[config.mk]
export PLATFORM = sky130hd
export DESIGN_NAME = low_power_mode_controller
export DESIGN_NICKNAME = d
export VERILOG_FILES = /design/src/core/lpm_pkg.sv /design/src/core/low_power_mode_controller.sv /design/src/core/wake_line_detect.sv /design/src/core/ahb_word_port.sv
export SDC_FILE = /design/constraint.sdc
export NUM_CORES = 1
export LEC_CHECK = 0
export ABC_AREA = 1
export BUFFER_PORTS_ARGS = -buffer_cell sky130_fd_sc_hd__buf_2
export CORE_ASPECT_RATIO = 0.8
export CORE_MARGIN = 3
export CORE_UTILIZATION = 48
export DETAILED_ROUTE_END_ITERATION = 8
export MAX_ROUTING_LAYER = met4
export PLACE_DENSITY_LB_ADDON = 0.05
export SETUP_SLACK_MARGIN = 0.15
export SLEW_MARGIN = 15
export SYNTH_ARGS = -nofsm -noshare
export SYNTH_HDL_FRONTEND = slang
export SYNTH_SLANG_ARGS = --single-unit
[constraint.sdc]
create_clock -name clk_in -period 1.7 [get_ports clk_in]
set_input_delay 0.17 -clock clk_in [delete_from_list [all_inputs] [get_ports clk_in]]
set_output_delay 0.17 -clock clk_in [all_outputs]
set_load 0.01 [all_outputs]
[src/core/lpm_pkg.sv]
// power-mode controller constants and types
package lpm_pkg;
   localparam int unsigned CLK_MHZ = 40; // system clock rate
   localparam int unsigned WAKE_LINES = 20; // 16 pins plus 4 internal
   localparam int unsigned EXT_LINES = 16; // pin lines
   localparam int unsigned WAKE_PINS = 4; // standby wake pins
   localparam int unsigned AW = 12; // decoded address bits
   // register byte offsets
   localparam logic [11:0] CTRL_OFS = 12'h000; // mode control
   localparam logic [11:0] RISE_OFS = 12'h004; // rising-edge enables
   localparam logic [11:0] FALL_OFS = 12'h008; // falling-edge enables
   localparam logic [11:0] MASK_OFS = 12'h00c; // line enables
   localparam logic [11:0] PEND_OFS = 12'h010; // pending
   localparam logic [11:0] STAT_OFS = 12'h014; // state and boot status
   localparam logic [11:0] PINEN_OFS = 12'h018; // wake pin enables
   // control field positions
   localparam int unsigned CTRL_DEEP_BIT = 0; // sleep request goes deep
   localparam int unsigned CTRL_STBY_BIT = 1; // deep request goes to standby
   localparam int unsigned CTRL_REG_LSB = 2; // deep regulator mode
   localparam int unsigned CTRL_XTAL_BIT = 4; // crystal enable
   localparam int unsigned CTRL_PLL_BIT = 5; // pll enable
   localparam int unsigned CTRL_CLK_LSB = 6; // clock source
   localparam int unsigned CTRL_W = 8; // control width
   localparam int unsigned STAT_BOOT_LSB = 4; // boot source field
   localparam int unsigned STAT_STBY_BIT = 8; // woke from standby
   // values after reset
   localparam logic [7:0] CTRL_RST = 8'h00; // all off, internal clock
   localparam logic [19:0] LINE_RST = 20'h00000; // edge and mask enables
   localparam logic [3:0] PINEN_RST = 4'h0; // wake pins disabled
   localparam logic [7:0] PIN_SYNC_RST = 8'h10; // reset pin idles high
   // reset sequence length
   localparam int unsigned RST_SEQ_NS = 200; // core held in reset
   localparam int unsigned RST_SEQ_CYCLES = (RST_SEQ_NS * CLK_MHZ + 999) / 1000;
   // default clock
   localparam int unsigned FAST_OSC_MHZ = 48; // fast oscillator
   localparam int unsigned SYSCLK_MHZ = 8; // default system clock
   localparam logic [2:0] SYSCLK_DIV_RST = 3'(FAST_OSC_MHZ / SYSCLK_MHZ);
   localparam logic [2:0] SYSCLK_DIV_ONE = 3'h1; // undivided sources
   typedef enum logic [1:0] {
      REG_NORMAL = 2'b00,
      REG_LOW = 2'b01,
      REG_XLOW = 2'b10,
      REG_OFF = 2'b11
   } reg_mode_t;
   typedef enum logic [2:0] {
      ST_RESET = 3'b000,
      ST_RUN = 3'b001,
      ST_SLEEP = 3'b010,
      ST_DEEP = 3'b011,
      ST_STBY = 3'b100
   } pm_state_t;
   typedef enum logic [1:0] {
      BOOT_FLASH = 2'b00,
      BOOT_MEM = 2'b01,
      BOOT_SRAM = 2'b10
   } boot_src_t;
   typedef enum logic [1:0] {
      CLK_FAST_OSC = 2'b00,
      CLK_CRYSTAL = 2'b01,
      CLK_PLL = 2'b10
   } clk_src_t;
endpackage

[src/core/low_power_mode_controller.sv]
// power-mode controller: power states, reset sequence, boot
// Operation
// - regulator normal in run and sleep
// - low and extra-low regulator only in deepsleep
// - standby: regulator off, core off, contents lost
// - regulator normal after any reset
// - sleep halts core only, any event resumes
// - deepsleep stops pll and fast clocks, retains
// - deepsleep regulator mode chosen by software
// - any enabled wake line leaves deepsleep
// - standby powers off domain, pll, oscillators
// - only always-on state survives standby; the wake-line pending flags are also kept
// - reset pin, watchdog, wake pin, calendar leave standby
// - calendar and watchdog clocks always run
// - boot pin and option bit pick source
// - default clock internal oscillator divided by six
// - per-line edge select and mask
//
// Added by the designer: the AHB-Lite register port and the address map.
module low_power_mode_controller (
   input wire logic clk_in, // system clock
   input wire logic rst_n_in, // sync reset, active low
   input wire logic hsel_in, // ahb select
   input wire logic [31:0] haddr_in, // ahb address
   input wire logic [1:0] htrans_in, // ahb transfer type
   input wire logic hwrite_in, // ahb write
   input wire logic [2:0] hsize_in, // ahb size
   input wire logic [31:0] hwdata_in, // ahb write data
   input wire logic hready_in, // ahb ready
   output logic [31:0] hrdata_out, // ahb read data
   output logic hreadyout_out, // ahb slave ready
   output logic hresp_out, // ahb response
   input wire logic core_sleep_req_in, // sleep request pulse
   input wire logic core_event_in, // core interrupt or event
   input wire logic [15:0] external_interrupt_line_in, // pin lines
   input wire logic supply_voltage_monitor_in, // voltage monitor
   input wire logic calendar_clock_alarm_in, // calendar alarm
   input wire logic calendar_clock_tamper_in, // calendar tamper
   input wire logic calendar_clock_stamp_in, // calendar time stamp
   input wire logic analog_comparator_wake_in, // comparator wake
   input wire logic external_reset_pin_n_in, // reset pin, active low
   input wire logic independent_watchdog_reset_in, // watchdog reset
   input wire logic [3:0] wake_pin_in, // standby wake pins
   input wire logic boot_select_pin_in, // boot pin
   input wire logic boot_option_bit_in, // stored boot option
   output logic core_halt_out, // core clock stopped
   output logic sys_reset_n_out, // system reset, low
   output logic [1:0] regulator_mode_out, // regulator mode
   output logic domain_power_out, // regulated domain powered
   output logic retain_out, // contents kept
   output logic pll_en_out, // pll enable
   output logic internal_fast_osc_en_out, // fast osc enable
   output logic external_fast_crystal_en_out, // crystal oscillator enable
   output logic calendar_clock_clk_en_out, // calendar clk enable
   output logic independent_watchdog_clk_en_out, // watchdog clk enable
   output logic [1:0] boot_source_out, // boot source
   output logic [1:0] sysclk_src_out, // system clock source
   output logic [2:0] sysclk_div_out, // system clock divider
   output logic [2:0] pm_state_out // power state
);
   // bus side
   logic [11:0] addr; // data-phase offset
   logic wr_en; // write strobe
   logic rd_en; // read capture
   logic [31:0] rdata; // read mux
   // config, lost across standby
   logic [7:0] ctrl_ff; // mode control
   logic [19:0] rise_ff; // rising-edge enables
   logic [19:0] fall_ff; // falling-edge enables
   logic [19:0] mask_ff; // line enables
   logic [3:0] pinen_ff; // wake pin enables
   // always-on state
   lpm_pkg::pm_state_t state_ff; // power state
   lpm_pkg::pm_state_t nxt_state; // next state
   logic [3:0] seq_cnt_ff; // reset sequence counter
   logic [1:0] boot_ff; // latched boot source
   logic stby_flag_ff; // woke from standby
   // pin synchronisers
   logic [7:0] pin_meta_ff; // first stage
   logic [7:0] pin_sync_ff; // second stage
   logic [3:0] wpin_prev_ff; // last wake pin level
   // wake lines
   logic [19:0] pend; // pending lines
   logic [19:0] line_rise; // raw rising edges
   logic [19:0] pend_clr; // clear pulses

   ahb_word_port u_port (
      .clk_in(clk_in),
      .rst_n_in(rst_n_in),
      .hsel_in(hsel_in),
      .haddr_in(haddr_in),
      .htrans_in(htrans_in),
      .hwrite_in(hwrite_in),
      .hsize_in(hsize_in),
      .hready_in(hready_in),
      .rdata_in(rdata),
      .addr_out(addr),
      .wr_en_out(wr_en),
      .rd_en_out(rd_en),
      .hrdata_out(hrdata_out),
      .hreadyout_out(hreadyout_out),
      .hresp_out(hresp_out)
   );

   // lines: pins, monitor, alarm or tamper, stamp, comparator
   wire [19:0] lines = {analog_comparator_wake_in, calendar_clock_stamp_in,
      calendar_clock_alarm_in | calendar_clock_tamper_in,
      supply_voltage_monitor_in, external_interrupt_line_in};

   wake_line_detect u_lines (
      .clk_in(clk_in),
      .rst_n_in(rst_n_in),
      .line_in(lines),
      .rise_en_in(rise_ff),
      .fall_en_in(fall_ff),
      .mask_in(mask_ff),
      .clr_in(pend_clr),
      .pend_out(pend),
      .rise_evt_out(line_rise)
   );

   // register decode
   wire sel_ctrl = addr == lpm_pkg::CTRL_OFS;
   wire sel_rise = addr == lpm_pkg::RISE_OFS;
   wire sel_fall = addr == lpm_pkg::FALL_OFS;
   wire sel_mask = addr == lpm_pkg::MASK_OFS;
   wire sel_pend = addr == lpm_pkg::PEND_OFS;
   wire sel_stat = addr == lpm_pkg::STAT_OFS;
   wire sel_pinen = addr == lpm_pkg::PINEN_OFS;
   assign pend_clr = (wr_en & sel_pend) ? hwdata_in[19:0] : 20'h00000;

   // status word
   wire [31:0] stat_word = {23'h000000, stby_flag_ff, 2'h0, boot_ff, 1'b0, state_ff};

   // read mux; unmapped offsets read zero
   assign rdata = !rd_en ? 32'h00000000 :
      sel_ctrl ? {24'h000000, ctrl_ff} :
      sel_rise ? {12'h000, rise_ff} :
      sel_fall ? {12'h000, fall_ff} :
      sel_mask ? {12'h000, mask_ff} :
      sel_pend ? {12'h000, pend} :
      sel_stat ? stat_word :
      sel_pinen ? {28'h0000000, pinen_ff} : 32'h00000000;

   // synchronised pins
   wire [3:0] wpin_sync = pin_sync_ff[3:0];
   wire rst_pin_low = ~pin_sync_ff[4];
   wire wdt_rst = pin_sync_ff[5];
   wire boot_pin = pin_sync_ff[6];
   wire boot_opt = pin_sync_ff[7];

   // two flops on every loose pin
   always_ff @(posedge clk_in) begin
      if (!rst_n_in) begin
         pin_meta_ff <= lpm_pkg::PIN_SYNC_RST;
         pin_sync_ff <= lpm_pkg::PIN_SYNC_RST;
         wpin_prev_ff <= 4'h0;
      end else begin
         pin_meta_ff <= {boot_option_bit_in, boot_select_pin_in, independent_watchdog_reset_in,
            external_reset_pin_n_in, wake_pin_in};
         pin_sync_ff <= pin_meta_ff;
         wpin_prev_ff <= wpin_sync;
      end
   end

   // wake conditions
   wire wpin_rise = |(wpin_sync & ~wpin_prev_ff & pinen_ff);
   wire cal_rise = line_rise[17] | line_rise[18]; // calendar lines
   wire any_pend = |pend;
   wire force_reset = rst_pin_low | wdt_rst;
   wire stby_wake = wpin_rise | cal_rise;
   wire seq_done = (seq_cnt_ff == 4'(lpm_pkg::RST_SEQ_CYCLES - 1));

   // pin low boots flash
   wire [1:0] boot_map = !boot_pin ? lpm_pkg::BOOT_FLASH :
      boot_opt ? lpm_pkg::BOOT_MEM : lpm_pkg::BOOT_SRAM;

   // next state; reset pin and watchdog win
   always_comb begin
      nxt_state = state_ff;
      if (force_reset) begin
         nxt_state = lpm_pkg::ST_RESET;
      end else begin
         case (state_ff)
            lpm_pkg::ST_RESET: begin
               if (seq_done) begin
                  nxt_state = lpm_pkg::ST_RUN;
               end
            end
            lpm_pkg::ST_RUN: begin
               if (core_sleep_req_in) begin
                  if (!ctrl_ff[lpm_pkg::CTRL_DEEP_BIT]) begin
                     nxt_state = lpm_pkg::ST_SLEEP;
                  end else if (ctrl_ff[lpm_pkg::CTRL_STBY_BIT]) begin
                     nxt_state = lpm_pkg::ST_STBY;
                  end else begin
                     nxt_state = lpm_pkg::ST_DEEP;
                  end
               end
            end
            lpm_pkg::ST_SLEEP: begin
               if (core_event_in | any_pend) begin
                  nxt_state = lpm_pkg::ST_RUN;
               end
            end
            lpm_pkg::ST_DEEP: begin
               if (any_pend) begin
                  nxt_state = lpm_pkg::ST_RUN;
               end
            end
            lpm_pkg::ST_STBY: begin
               if (stby_wake) begin
                  nxt_state = lpm_pkg::ST_RESET;
               end
            end
            default: begin
               nxt_state = lpm_pkg::ST_RESET;
            end
         endcase
      end
   end

   // always-on state; a held reset pin keeps the count at zero
   always_ff @(posedge clk_in) begin
      if (!rst_n_in) begin
         state_ff <= lpm_pkg::ST_RESET;
         seq_cnt_ff <= 4'h0;
         boot_ff <= lpm_pkg::BOOT_FLASH;
         stby_flag_ff <= 1'b0;
      end else begin
         state_ff <= nxt_state;
         seq_cnt_ff <= (state_ff == lpm_pkg::ST_RESET && !seq_done && !force_reset) ? seq_cnt_ff + 4'h1 : 4'h0;
         if (state_ff == lpm_pkg::ST_RESET && seq_done && !force_reset) begin
            boot_ff <= boot_map;
         end
         if (state_ff == lpm_pkg::ST_STBY && nxt_state == lpm_pkg::ST_RESET) begin
            stby_flag_ff <= 1'b1;
         end else if (wr_en & sel_stat & hwdata_in[lpm_pkg::STAT_STBY_BIT]) begin
            stby_flag_ff <= 1'b0;
         end
      end
   end

   // reset sequence wipes config; always-on flops survive
   wire cfg_wipe = !rst_n_in || state_ff == lpm_pkg::ST_RESET;
   // deep exit falls back to internal oscillator, pll and crystal enable bits kept
   wire deep_exit = (state_ff == lpm_pkg::ST_DEEP) && (nxt_state == lpm_pkg::ST_RUN);

   // software config
   always_ff @(posedge clk_in) begin
      if (cfg_wipe) begin
         ctrl_ff <= lpm_pkg::CTRL_RST;
         rise_ff <= lpm_pkg::LINE_RST;
         fall_ff <= lpm_pkg::LINE_RST;
         mask_ff <= lpm_pkg::LINE_RST;
         pinen_ff <= lpm_pkg::PINEN_RST;
      end else begin
         if (wr_en & sel_ctrl) begin
            ctrl_ff <= hwdata_in[7:0];
         end else if (deep_exit) begin
            ctrl_ff[lpm_pkg::CTRL_CLK_LSB +: 2] <= lpm_pkg::CLK_FAST_OSC;
         end
         if (wr_en & sel_rise) begin
            rise_ff <= hwdata_in[19:0];
         end
         if (wr_en & sel_fall) begin
            fall_ff <= hwdata_in[19:0];
         end
         if (wr_en & sel_mask) begin
            mask_ff <= hwdata_in[19:0];
         end
         if (wr_en & sel_pinen) begin
            pinen_ff <= hwdata_in[3:0];
         end
      end
   end

   // state decode
   wire in_reset = (state_ff == lpm_pkg::ST_RESET);
   wire in_run = (state_ff == lpm_pkg::ST_RUN);
   wire in_sleep = (state_ff == lpm_pkg::ST_SLEEP);
   wire in_deep = (state_ff == lpm_pkg::ST_DEEP);
   wire in_stby = (state_ff == lpm_pkg::ST_STBY);
   wire clocks_on = in_reset | in_run | in_sleep;

   // power-down code refused, treated as normal
   wire [1:0] deep_reg = ctrl_ff[lpm_pkg::CTRL_REG_LSB +: 2];
   wire [1:0] deep_mode = (deep_reg == lpm_pkg::REG_OFF) ? lpm_pkg::REG_NORMAL : deep_reg;

   assign regulator_mode_out = in_stby ? lpm_pkg::REG_OFF :
      in_deep ? deep_mode :
      lpm_pkg::REG_NORMAL;
   assign domain_power_out = ~in_stby;
   assign retain_out = ~in_stby;
   assign core_halt_out = ~in_run;
   assign sys_reset_n_out = ~(in_reset | in_stby);
   assign internal_fast_osc_en_out = clocks_on;
   assign pll_en_out = clocks_on & ctrl_ff[lpm_pkg::CTRL_PLL_BIT];
   assign external_fast_crystal_en_out = clocks_on & ctrl_ff[lpm_pkg::CTRL_XTAL_BIT];
   // slow clocks never stop
   assign calendar_clock_clk_en_out = 1'b1;
   assign independent_watchdog_clk_en_out = 1'b1;
   assign boot_source_out = boot_ff;
   // internal oscillator over six in reset, stale config cannot leak in
   assign sysclk_src_out = in_reset ? lpm_pkg::CLK_FAST_OSC : ctrl_ff[lpm_pkg::CTRL_CLK_LSB +: 2];
   assign sysclk_div_out = (sysclk_src_out == lpm_pkg::CLK_FAST_OSC) ?
      lpm_pkg::SYSCLK_DIV_RST : lpm_pkg::SYSCLK_DIV_ONE;
   assign pm_state_out = state_ff;
endmodule // low_power_mode_controller

[src/core/wake_line_detect.sv]
// wake lines: sync, edge select, mask, pending
module wake_line_detect (
   input wire logic clk_in, // system clock
   input wire logic rst_n_in, // sync reset, active low
   input wire logic [19:0] line_in, // asynchronous line levels
   input wire logic [19:0] rise_en_in, // rising enables
   input wire logic [19:0] fall_en_in, // falling enables
   input wire logic [19:0] mask_in, // line enables
   input wire logic [19:0] clr_in, // pending clear pulses
   output logic [19:0] pend_out, // pending flags
   output logic [19:0] rise_evt_out // raw rising edges
);
   logic [19:0] meta_ff; // first stage
   logic [19:0] sync_ff; // second stage
   logic [19:0] prev_ff; // last synced level
   logic [19:0] pend_ff; // pending flags

   genvar i;
   generate
      for (i = 0; i < 20; i++) begin : g_line
         wire rise = sync_ff[i] & ~prev_ff[i]; // level went up
         wire fall = ~sync_ff[i] & prev_ff[i]; // level went down
         wire hit = mask_in[i] & ((rise & rise_en_in[i]) | (fall & fall_en_in[i]));
         // set beats clear
         always_ff @(posedge clk_in) begin
            if (!rst_n_in) begin
               meta_ff[i] <= 1'b0;
               sync_ff[i] <= 1'b0;
               prev_ff[i] <= 1'b0;
               pend_ff[i] <= 1'b0;
            end else begin
               meta_ff[i] <= line_in[i];
               sync_ff[i] <= meta_ff[i];
               prev_ff[i] <= sync_ff[i];
               pend_ff[i] <= (pend_ff[i] & ~clr_in[i]) | hit;
            end
         end
         assign rise_evt_out[i] = rise;
      end
   endgenerate

   assign pend_out = pend_ff;
endmodule // wake_line_detect

[src/core/ahb_word_port.sv]
// ahb-lite slave: writes zero wait, reads one wait
module ahb_word_port (
   input wire logic clk_in, // system clock
   input wire logic rst_n_in, // sync reset, active low
   input wire logic hsel_in, // slave select
   input wire logic [31:0] haddr_in, // address
   input wire logic [1:0] htrans_in, // transfer type
   input wire logic hwrite_in, // write when high
   input wire logic [2:0] hsize_in, // transfer size
   input wire logic hready_in, // bus ready
   input wire logic [31:0] rdata_in, // register read data
   output logic [11:0] addr_out, // captured offset
   output logic wr_en_out, // write strobe
   output logic rd_en_out, // read capture
   output logic [31:0] hrdata_out, // read data
   output logic hreadyout_out, // slave ready
   output logic hresp_out // always okay
);
   logic [11:0] addr_ff; // data-phase offset
   logic wr_ff; // write pending
   logic rd_ff; // read wait cycle
   logic [31:0] rdata_ff; // registered read data

   // transfer taken
   wire take = hsel_in & htrans_in[1] & hready_in;
   // narrower writes dropped
   wire word = (hsize_in == 3'h2);

   // read stalls a cycle while the read data is captured into rdata_ff
   always_ff @(posedge clk_in) begin
      if (!rst_n_in) begin
         addr_ff <= 12'h000;
         wr_ff <= 1'b0;
         rd_ff <= 1'b0;
         rdata_ff <= 32'h00000000;
      end else begin
         if (take) begin
            addr_ff <= haddr_in[11:0];
         end
         wr_ff <= take & hwrite_in & word;
         rd_ff <= take & ~hwrite_in;
         if (rd_ff) begin
            rdata_ff <= rdata_in;
         end
      end
   end

   assign addr_out = addr_ff;
   assign wr_en_out = wr_ff;
   assign rd_en_out = rd_ff;
   assign hrdata_out = rdata_ff;
   assign hreadyout_out = ~rd_ff;
   assign hresp_out = 1'b0;
endmodule // ahb_word_port

Yosys cells after proc, flatten, opt, wreduce, memory -nomap -nowiden
Index checks and enable logic that the tools add are counted.
- memories kept: 0
- ROM bits: 0
- bits of input ports: 105
- word-level logic and storage cells: 411
- bits in latches: 0
- register bits after elaboration: 228
- output and inout port bits: 55
- memory bits (writable): 0
- shifts and indexed selects: 0
- eq/ne operators: 14
- reduce and logical (&&, ||, !) cells: 19
- multipliers: 0
- $add $sub $neg: 1
- $lt $le $gt $ge: 0
- div/mod/pow operators: 0
- bitwise gates (word level): 252
- muxes and demuxes: 28
- operators with widths (operator ; count):
    1-bit AND ; 135
    20-bit 2-to-1 mux ; 6
    1-bit inverter ; 66
    1-bit bitwise OR ; 48
    12-bit by 5-bit equality test with 1-bit output, second input constant ; 3
    3-bit 2-to-1 mux ; 9
    12-bit by 4-bit equality test with 1-bit output, second input constant ; 2
    20-bit OR reduction ; 1
    2-bit 2-to-1 mux ; 8
    3-bit case mux with 5 select lines ; 1
    12-bit by 3-bit equality test with 1-bit output, second input constant ; 1
    12-bit logical NOT ; 1
    3-bit by 2-bit equality test with 1-bit output, second input constant ; 3
    9-bit 2-to-1 mux ; 1
    4-bit AND ; 2
    3-bit by 1-bit equality test with 1-bit output, second input constant ; 2
    1-bit logical AND ; 6
    3-bit logical NOT ; 2
    4-bit by 1-bit adder with 4-bit output, second input constant ; 1
    4-bit by 3-bit equality test with 1-bit output, second input constant ; 1
    4-bit 2-to-1 mux ; 1
    4-bit inverter ; 1
    2-bit nonzero test ; 2
    4-bit OR reduction ; 1
    7 further kinds ; 10

Longest topological paths before layout
- depth in word-level cells: 12
- gate-level depth with buffers: 14
- depth with buffers taken out: 14

Cells and area by module
From an unflattened synthesis, not the netlist that was laid out.
- cell total of the unflattened synthesis: 1409
- area total of the unflattened synthesis: 10393.7 µm²
- by module, submodules not included (module ; instances ; area each (µm²) ; cells each ; seq. area each (µm²)):
    low_power_mode_controller ; 1 ; 5487.8 ; 755 ; 2042.0
    wake_line_detect ; 1 ; 3181.8 ; 430 ; 1601.5
    ahb_word_port ; 1 ; 1724.2 ; 224 ; 920.9

Worst setup path before layout
Ideal clock, no wire load.
- path kind: flip-flop to flip-flop
- start point: reg u_port.addr_ff[10] (netlist: u_port.addr_out[10])
- end point: reg rise_ff[7]
- path slack: 0.160 ns
- library setup time: 0.117 ns
- period minus slack after synthesis: 1.540 ns
- buffers on the path: 1
- required time: 1.583 ns
- cell stages (with the launch flop): 12
- data arrival time: 1.423 ns
- path through: dfxtp_1 nor2_2 nand2_4 nor2_4 inv_4 nor2_8 inv_4 nor2_8 inv_2 buf_6 o21ai_1 a21oi_1
- longest elaborated chain between the ends: 2
- RTL lines (item ; RTL line ; source):
    start, declared ; ahb_word_port.sv:19 ; logic [11:0] addr_ff;
    start signal, assigned ; ahb_word_port.sv:38 ; addr_ff <= haddr_in[11:0];
    12-bit by 3-bit equality test with 1-bit output ; low_power_mode_controller.sv:124 ; wire sel_rise = addr == lpm_pkg::RISE_OFS;
    1-bit AND ; low_power_mode_controller.sv:263 ; if (wr_en & sel_rise) begin
    end signal, assigned ; low_power_mode_controller.sv:253 ; rise_ff <= lpm_pkg::LINE_RST;
    end signal, assigned ; low_power_mode_controller.sv:264 ; rise_ff <= hwdata_in[19:0];
    end, declared ; low_power_mode_controller.sv:68 ; logic [19:0] rise_ff;
Every way passes these cells.
A chain may end at the register's enable or synchronous reset.

Worst setup path in the final report
- start point: reg state_ff[2] (netlist: pm_state_out[2])
- end point: out regulator_mode_out[1]
- longest elaborated chain between the ends: 3
- elaborated cells between the ends (all ways): 4
- those cells by class: eq/ne: 2; mux: 2
- RTL lines (item ; RTL line ; source):
    start, declared ; low_power_mode_controller.sv:73 ; lpm_pkg::pm_state_t state_ff;
    start signal, assigned ; low_power_mode_controller.sv:226 ; state_ff <= lpm_pkg::ST_RESET;
    start signal, assigned ; low_power_mode_controller.sv:231 ; state_ff <= nxt_state;
    3-bit by 2-bit equality test with 1-bit output ; low_power_mode_controller.sv:282 ; wire in_deep = (state_ff == lpm_pkg::ST_DEEP);
    2-bit 2-to-1 mux ; low_power_mode_controller.sv:291 ; in_deep ? deep_mode :
    2-bit 2-to-1 mux * ; low_power_mode_controller.sv:290 ; assign regulator_mode_out = in_stby ? lpm_pkg::REG_OFF :
    end, declared ; low_power_mode_controller.sv:48 ; output logic [1:0] regulator_mode_out,
Every way passes the cells marked *; elsewhere a longest branch is shown, timed or not.

==> flow_summary_export.csv <==
group,metric,value,unit
run_status,outcome,"finished with violations",
run_status,violations,"setup timing",
power,power.share.clock,0.427,
logic_synthesis,synth_compound_area_frac,0.1958,
clock_tree,clkTransAtPathRegs,60,ps
logic_synthesis,synth_warnings,0,
logic_synthesis,synth_xor_area_frac,0.0009854,
sta,setup_viol,8,
global_routing,antenna_found_initial,1,
die,rows,43,
setup_path,critPathSlowestCell,"dfxtp_2",
clock_tree,cts_made_buffers,22,
cells_and_area,ff_latch_area,4342,um^2
setup_path,crit_family,"buffers and inverters",
drt,drt-initial-drc-count,743,
logic_synthesis,synth_fa_ha_area_frac,0.001408,
die,die_area,20200,um^2
sta,setup_ws,-77.25,ps
logic_synthesis,synthMuxAreaShare,0,
drt,drt_wl_total,26690,um
clock_tree,cts_tree,"done",
cells_and_area,nets,1535,
power,p_leak,5.633,nW
logic_synthesis,netlist_area,8889,um^2
setup_path,critPathMaxFanout,6,
drt,vias,8443,
logic_synthesis,postSynthAreaPerCell,7.495,um^2
sta,timing_hold_violations_final,0,
sta,slew_violations,0,
setup_path,cpPeakStageDelay,330,ps
clock_tree,cts-root-buf,"clkbuf_16",
drt,drc,0,
cells_and_area,nFillCells,1436,
setup_path,cp.required,1530,ps
logic_synthesis,synth-main-ff-cell,"dfxtp_1",
clock_tree,clk_latency,510,ps
global_routing,grt_usage,0.2621,
die,core,17750,um^2
power,power_frac_seq,0.489,
power,pwr-share-comb,0.085,
sta,fmax,562.7,MHz
logic_synthesis,netlist_instances,1186,
logic_synthesis,synthArstFlopShare,0,
logic_synthesis,ys_ff_latch,216,
sta,fin_skew,13.91,ps
die,fp.dieH,127.7,um
setup_path,crit_buf_inv,3,
clock_tree,clock-sinks,216,
cells_and_area,post-route-util,0.7069,
logic_synthesis,synth_area_leaders,"dfxtp_1, inv_1, nand2_1, a21oi_1, o21ai_0",
sta,worst_slew_pin_slew,600.5,ps
placed_design,pre_cts_slack,-63.19,ps
drt,antenna_left,0,
setup_path,cp-start-kind,"register",
drt,dr.pass1.iters,6,
global_routing,grt_overflow_total,0,
sta,period_share,1.045,
logic_synthesis,ys_seq_area_frac,0.4865,
power,power.switching,0.002477,W
placed_design,port-buffer-count,111,
die,die_x,158.1,um
cells_and_area,multi_input_area,4030,um^2
setup_path,path_class,"register to output port",
hold_path,hold-path-cell-count,3,
sta,relSlewSlack,0.5986,
clock_tree,cts-htree-levels,1,
setup_path,crit_chain,"buf_6 > nor3_4 > inv_2 > o31ai_1 > buf_2",
drt,drt-wirelength-per-cell,16.00,um
die,io_pins,160,
setup_path,reg2reg_depth,12,
global_routing,grt_max_degree,75,
setup_path,crit_arrival,1610,ps
power,worst_ir_drop_vdd,0.8664,mV
logic_synthesis,yosys.area.top_type,"dfxtp_1",
setup_path,endpoint_kind,"output port",
power,p_int,0.008202,W
setup_path,r2r_start,"u_port.addr_out[7]",
hold_path,hold_start,"hwdata_in[19]",
logic_synthesis,synth-edff-count,0,
drt,vias_per_cell,5.062,
global_routing,grt_pass1_wl,41080,um
cells_and_area,drive_gt1_frac,0.2947,
power,netSwitchingFraction,0.2320,
placed_design,gp_congestion,0.8782,
die,start_util,0.5006,
global_routing,first_global_vias,7633,
hold_path,hold_class,"input pin to register",
logic_synthesis,synth-simple-area-share,0.1831,
logic_synthesis,synth_cell_types,41,
run,maxCapViolCount,0,
cells_and_area,area_growth_syn_to_layout,41.20,%
sta,rsz0062_at_grt,"yes",
logic_synthesis,yosys.area.top_type_share,0.4865,
hold_path,hold_end,"fall_ff[19]",
logic_synthesis,synth_top_family_by_area,"compound AO/OA/AOI/OAI gates",
placed_design,dp.final_hpwl,16450,um
sta,fin_crit,1777,ps
power,pwr_density_cell,850.9,nW/um^2
clock_tree,cts.path.max_buffers,3,
setup_path,ff2ff_setup_slack,-20,ps
setup_path,r2r-end,"u_port.hrdata_out[18]",
cell type report:
type	count	share of cell area
Antenna cell	1	0.0001994
Clock buffer	35	0.05264
Clock inverter	2	0.0007975
Inverter	209	0.06799
Multi-Input combinational cell	711	0.3211
Sequential cell	216	0.3459
Tap cell	225	0.02243
Timing Repair Buffer	267	0.1879
Timing Repair inverter	2	0.0009969
synth_stat cells, drive strengths merged, types with 2 or more instances:
cell type,instances
a211oi,2
a21oi,157
buf,35
clkbuf,28
conb,2
dfxtp,216
inv,208
nand2,205
nand3,35
nand3b,4
nand4,6
nor2,94
nor3,9
o211ai,6
o21ai,162
o31ai,2
or2,8
flip-flops by register name, summed over array words and instances (netlist names), 2 cells and up:
name / flops
u_lines.sync_ff: 20
pm_state_out: 3
pin_meta_ff: 8
u_port.addr_out: 12
seq_cnt_ff: 4
mask_ff: 20
rise_ff: 20
pinen_ff: 4
pin_sync_ff: 8
ctrl_ff: 8
u_port.hrdata_out: 20
fall_ff: 20
boot_source_out: 2
u_lines.prev_ff: 20
u_lines.meta_ff: 20
u_lines.pend_out: 20
wpin_prev_ff: 4
worst max path at each step:
stage | slack, ps | cells after the start | start | to
2_1_floorplan | 160 | 11 | u_port.addr_out[10] | rise_ff[7]
3_3_place_gp | -20 | 8 | u_port.addr_out[10] | mask_ff[5]
3_5_place_dp | -60 | 8 | u_port.addr_out[10] | mask_ff[1]
4_1_cts | -60 | 7 | pm_state_out[1] | regulator_mode_out[0]
5_1_grt | -130 | 5 | pm_state_out[2] | regulator_mode_out[1]
6_report | -80 | 5 | pm_state_out[2] | regulator_mode_out[1]
metal layers:
layer / GRT usage / share of wire / up-vias / routed length (um)
li1: - / - / 4229 / -
met1: 0.3757 / 0.46 / 3879 / 12400
met3: 0.04759 / 0.073 / 47 / 1953
met5: - / 0 / - / 0
met4: 0.05109 / 0.020 / 0 / 539
met2: 0.3922 / 0.44 / 288 / 11800
kinds of logic (layout without fill, tap and decap cells):
family                     Yosys count  count (layout)
AOI/OAI and AO/OA                  330             330
adders and majority gates            1               1
buffers and inverters              272             515
other                                2              16
xor gates and xnor gates             1               1
and+or+nand+nor                    364             364
DFF                                216             216
worst reg2reg max path: stages (launching register included):
cell and delay [ps]:
dfxtp_2 330, nor2_4 130, nand3_2 120, nor2_4 180
inv_6 70, buf_6 130, nor2_8 110, inv_6 70
nand2_8 90, buf_16 140, a21oi_1 50, o21ai_1 90
a21oi_1 80
power groups by stage:
stage	sequential (W)	combinational, W	clock, W
2_1_floorplan	0.00531	0.000386	0
3_3_place_gp	0.00532	0.000599	0
3_5_place_dp	0.00532	0.000608	0
4_1_cts	0.00522	0.000851	0.00463
5_1_grt	0.00522	0.000982	0.00486
6_report	0.00522	0.000903	0.00456
metrics by stage:
step	TNS [ps]	power, W	instances	hold WS, ps	cell area [um^2]
5_1_grt	-3271	0.01106	1668	16.22	12550
4_1_cts	-350.8	0.01070	1655	0.7921	12110
2_1_floorplan	0	0.005697	1199	242.4	8937
6_report	-180.9	0.01068	1668	9.783	12550
3_5_place_dp	-426.5	0.005932	1521	334.9	9899
3_3_place_gp	-87.42	0.005921	1521	339.5	9899
cells in the final DEF, fill, tap and decap left out, drive strengths merged, types with 9 or more instances in the layout:
master         n
nor3           9
clkbuf        37
nand3         35
inv          210
dfxtp        216
o21ai        162
conb          15
buf          205
a21oi        157
nor2          94
nand2        205
dlygate4sd3   60
timing repair:
item | 4_1_cts | 5_1_grt
hold buffers | 60 | 0
buffers inserted | 31 | 10
setup endpoints to repair | 124 | 130
pin swaps | 57 | 24
gates cloned | 6 | 2
gates resized for setup | 199 | 93
endpoints found under the hold margin | 72 | 0
Power figures use the tool's default switching activity.
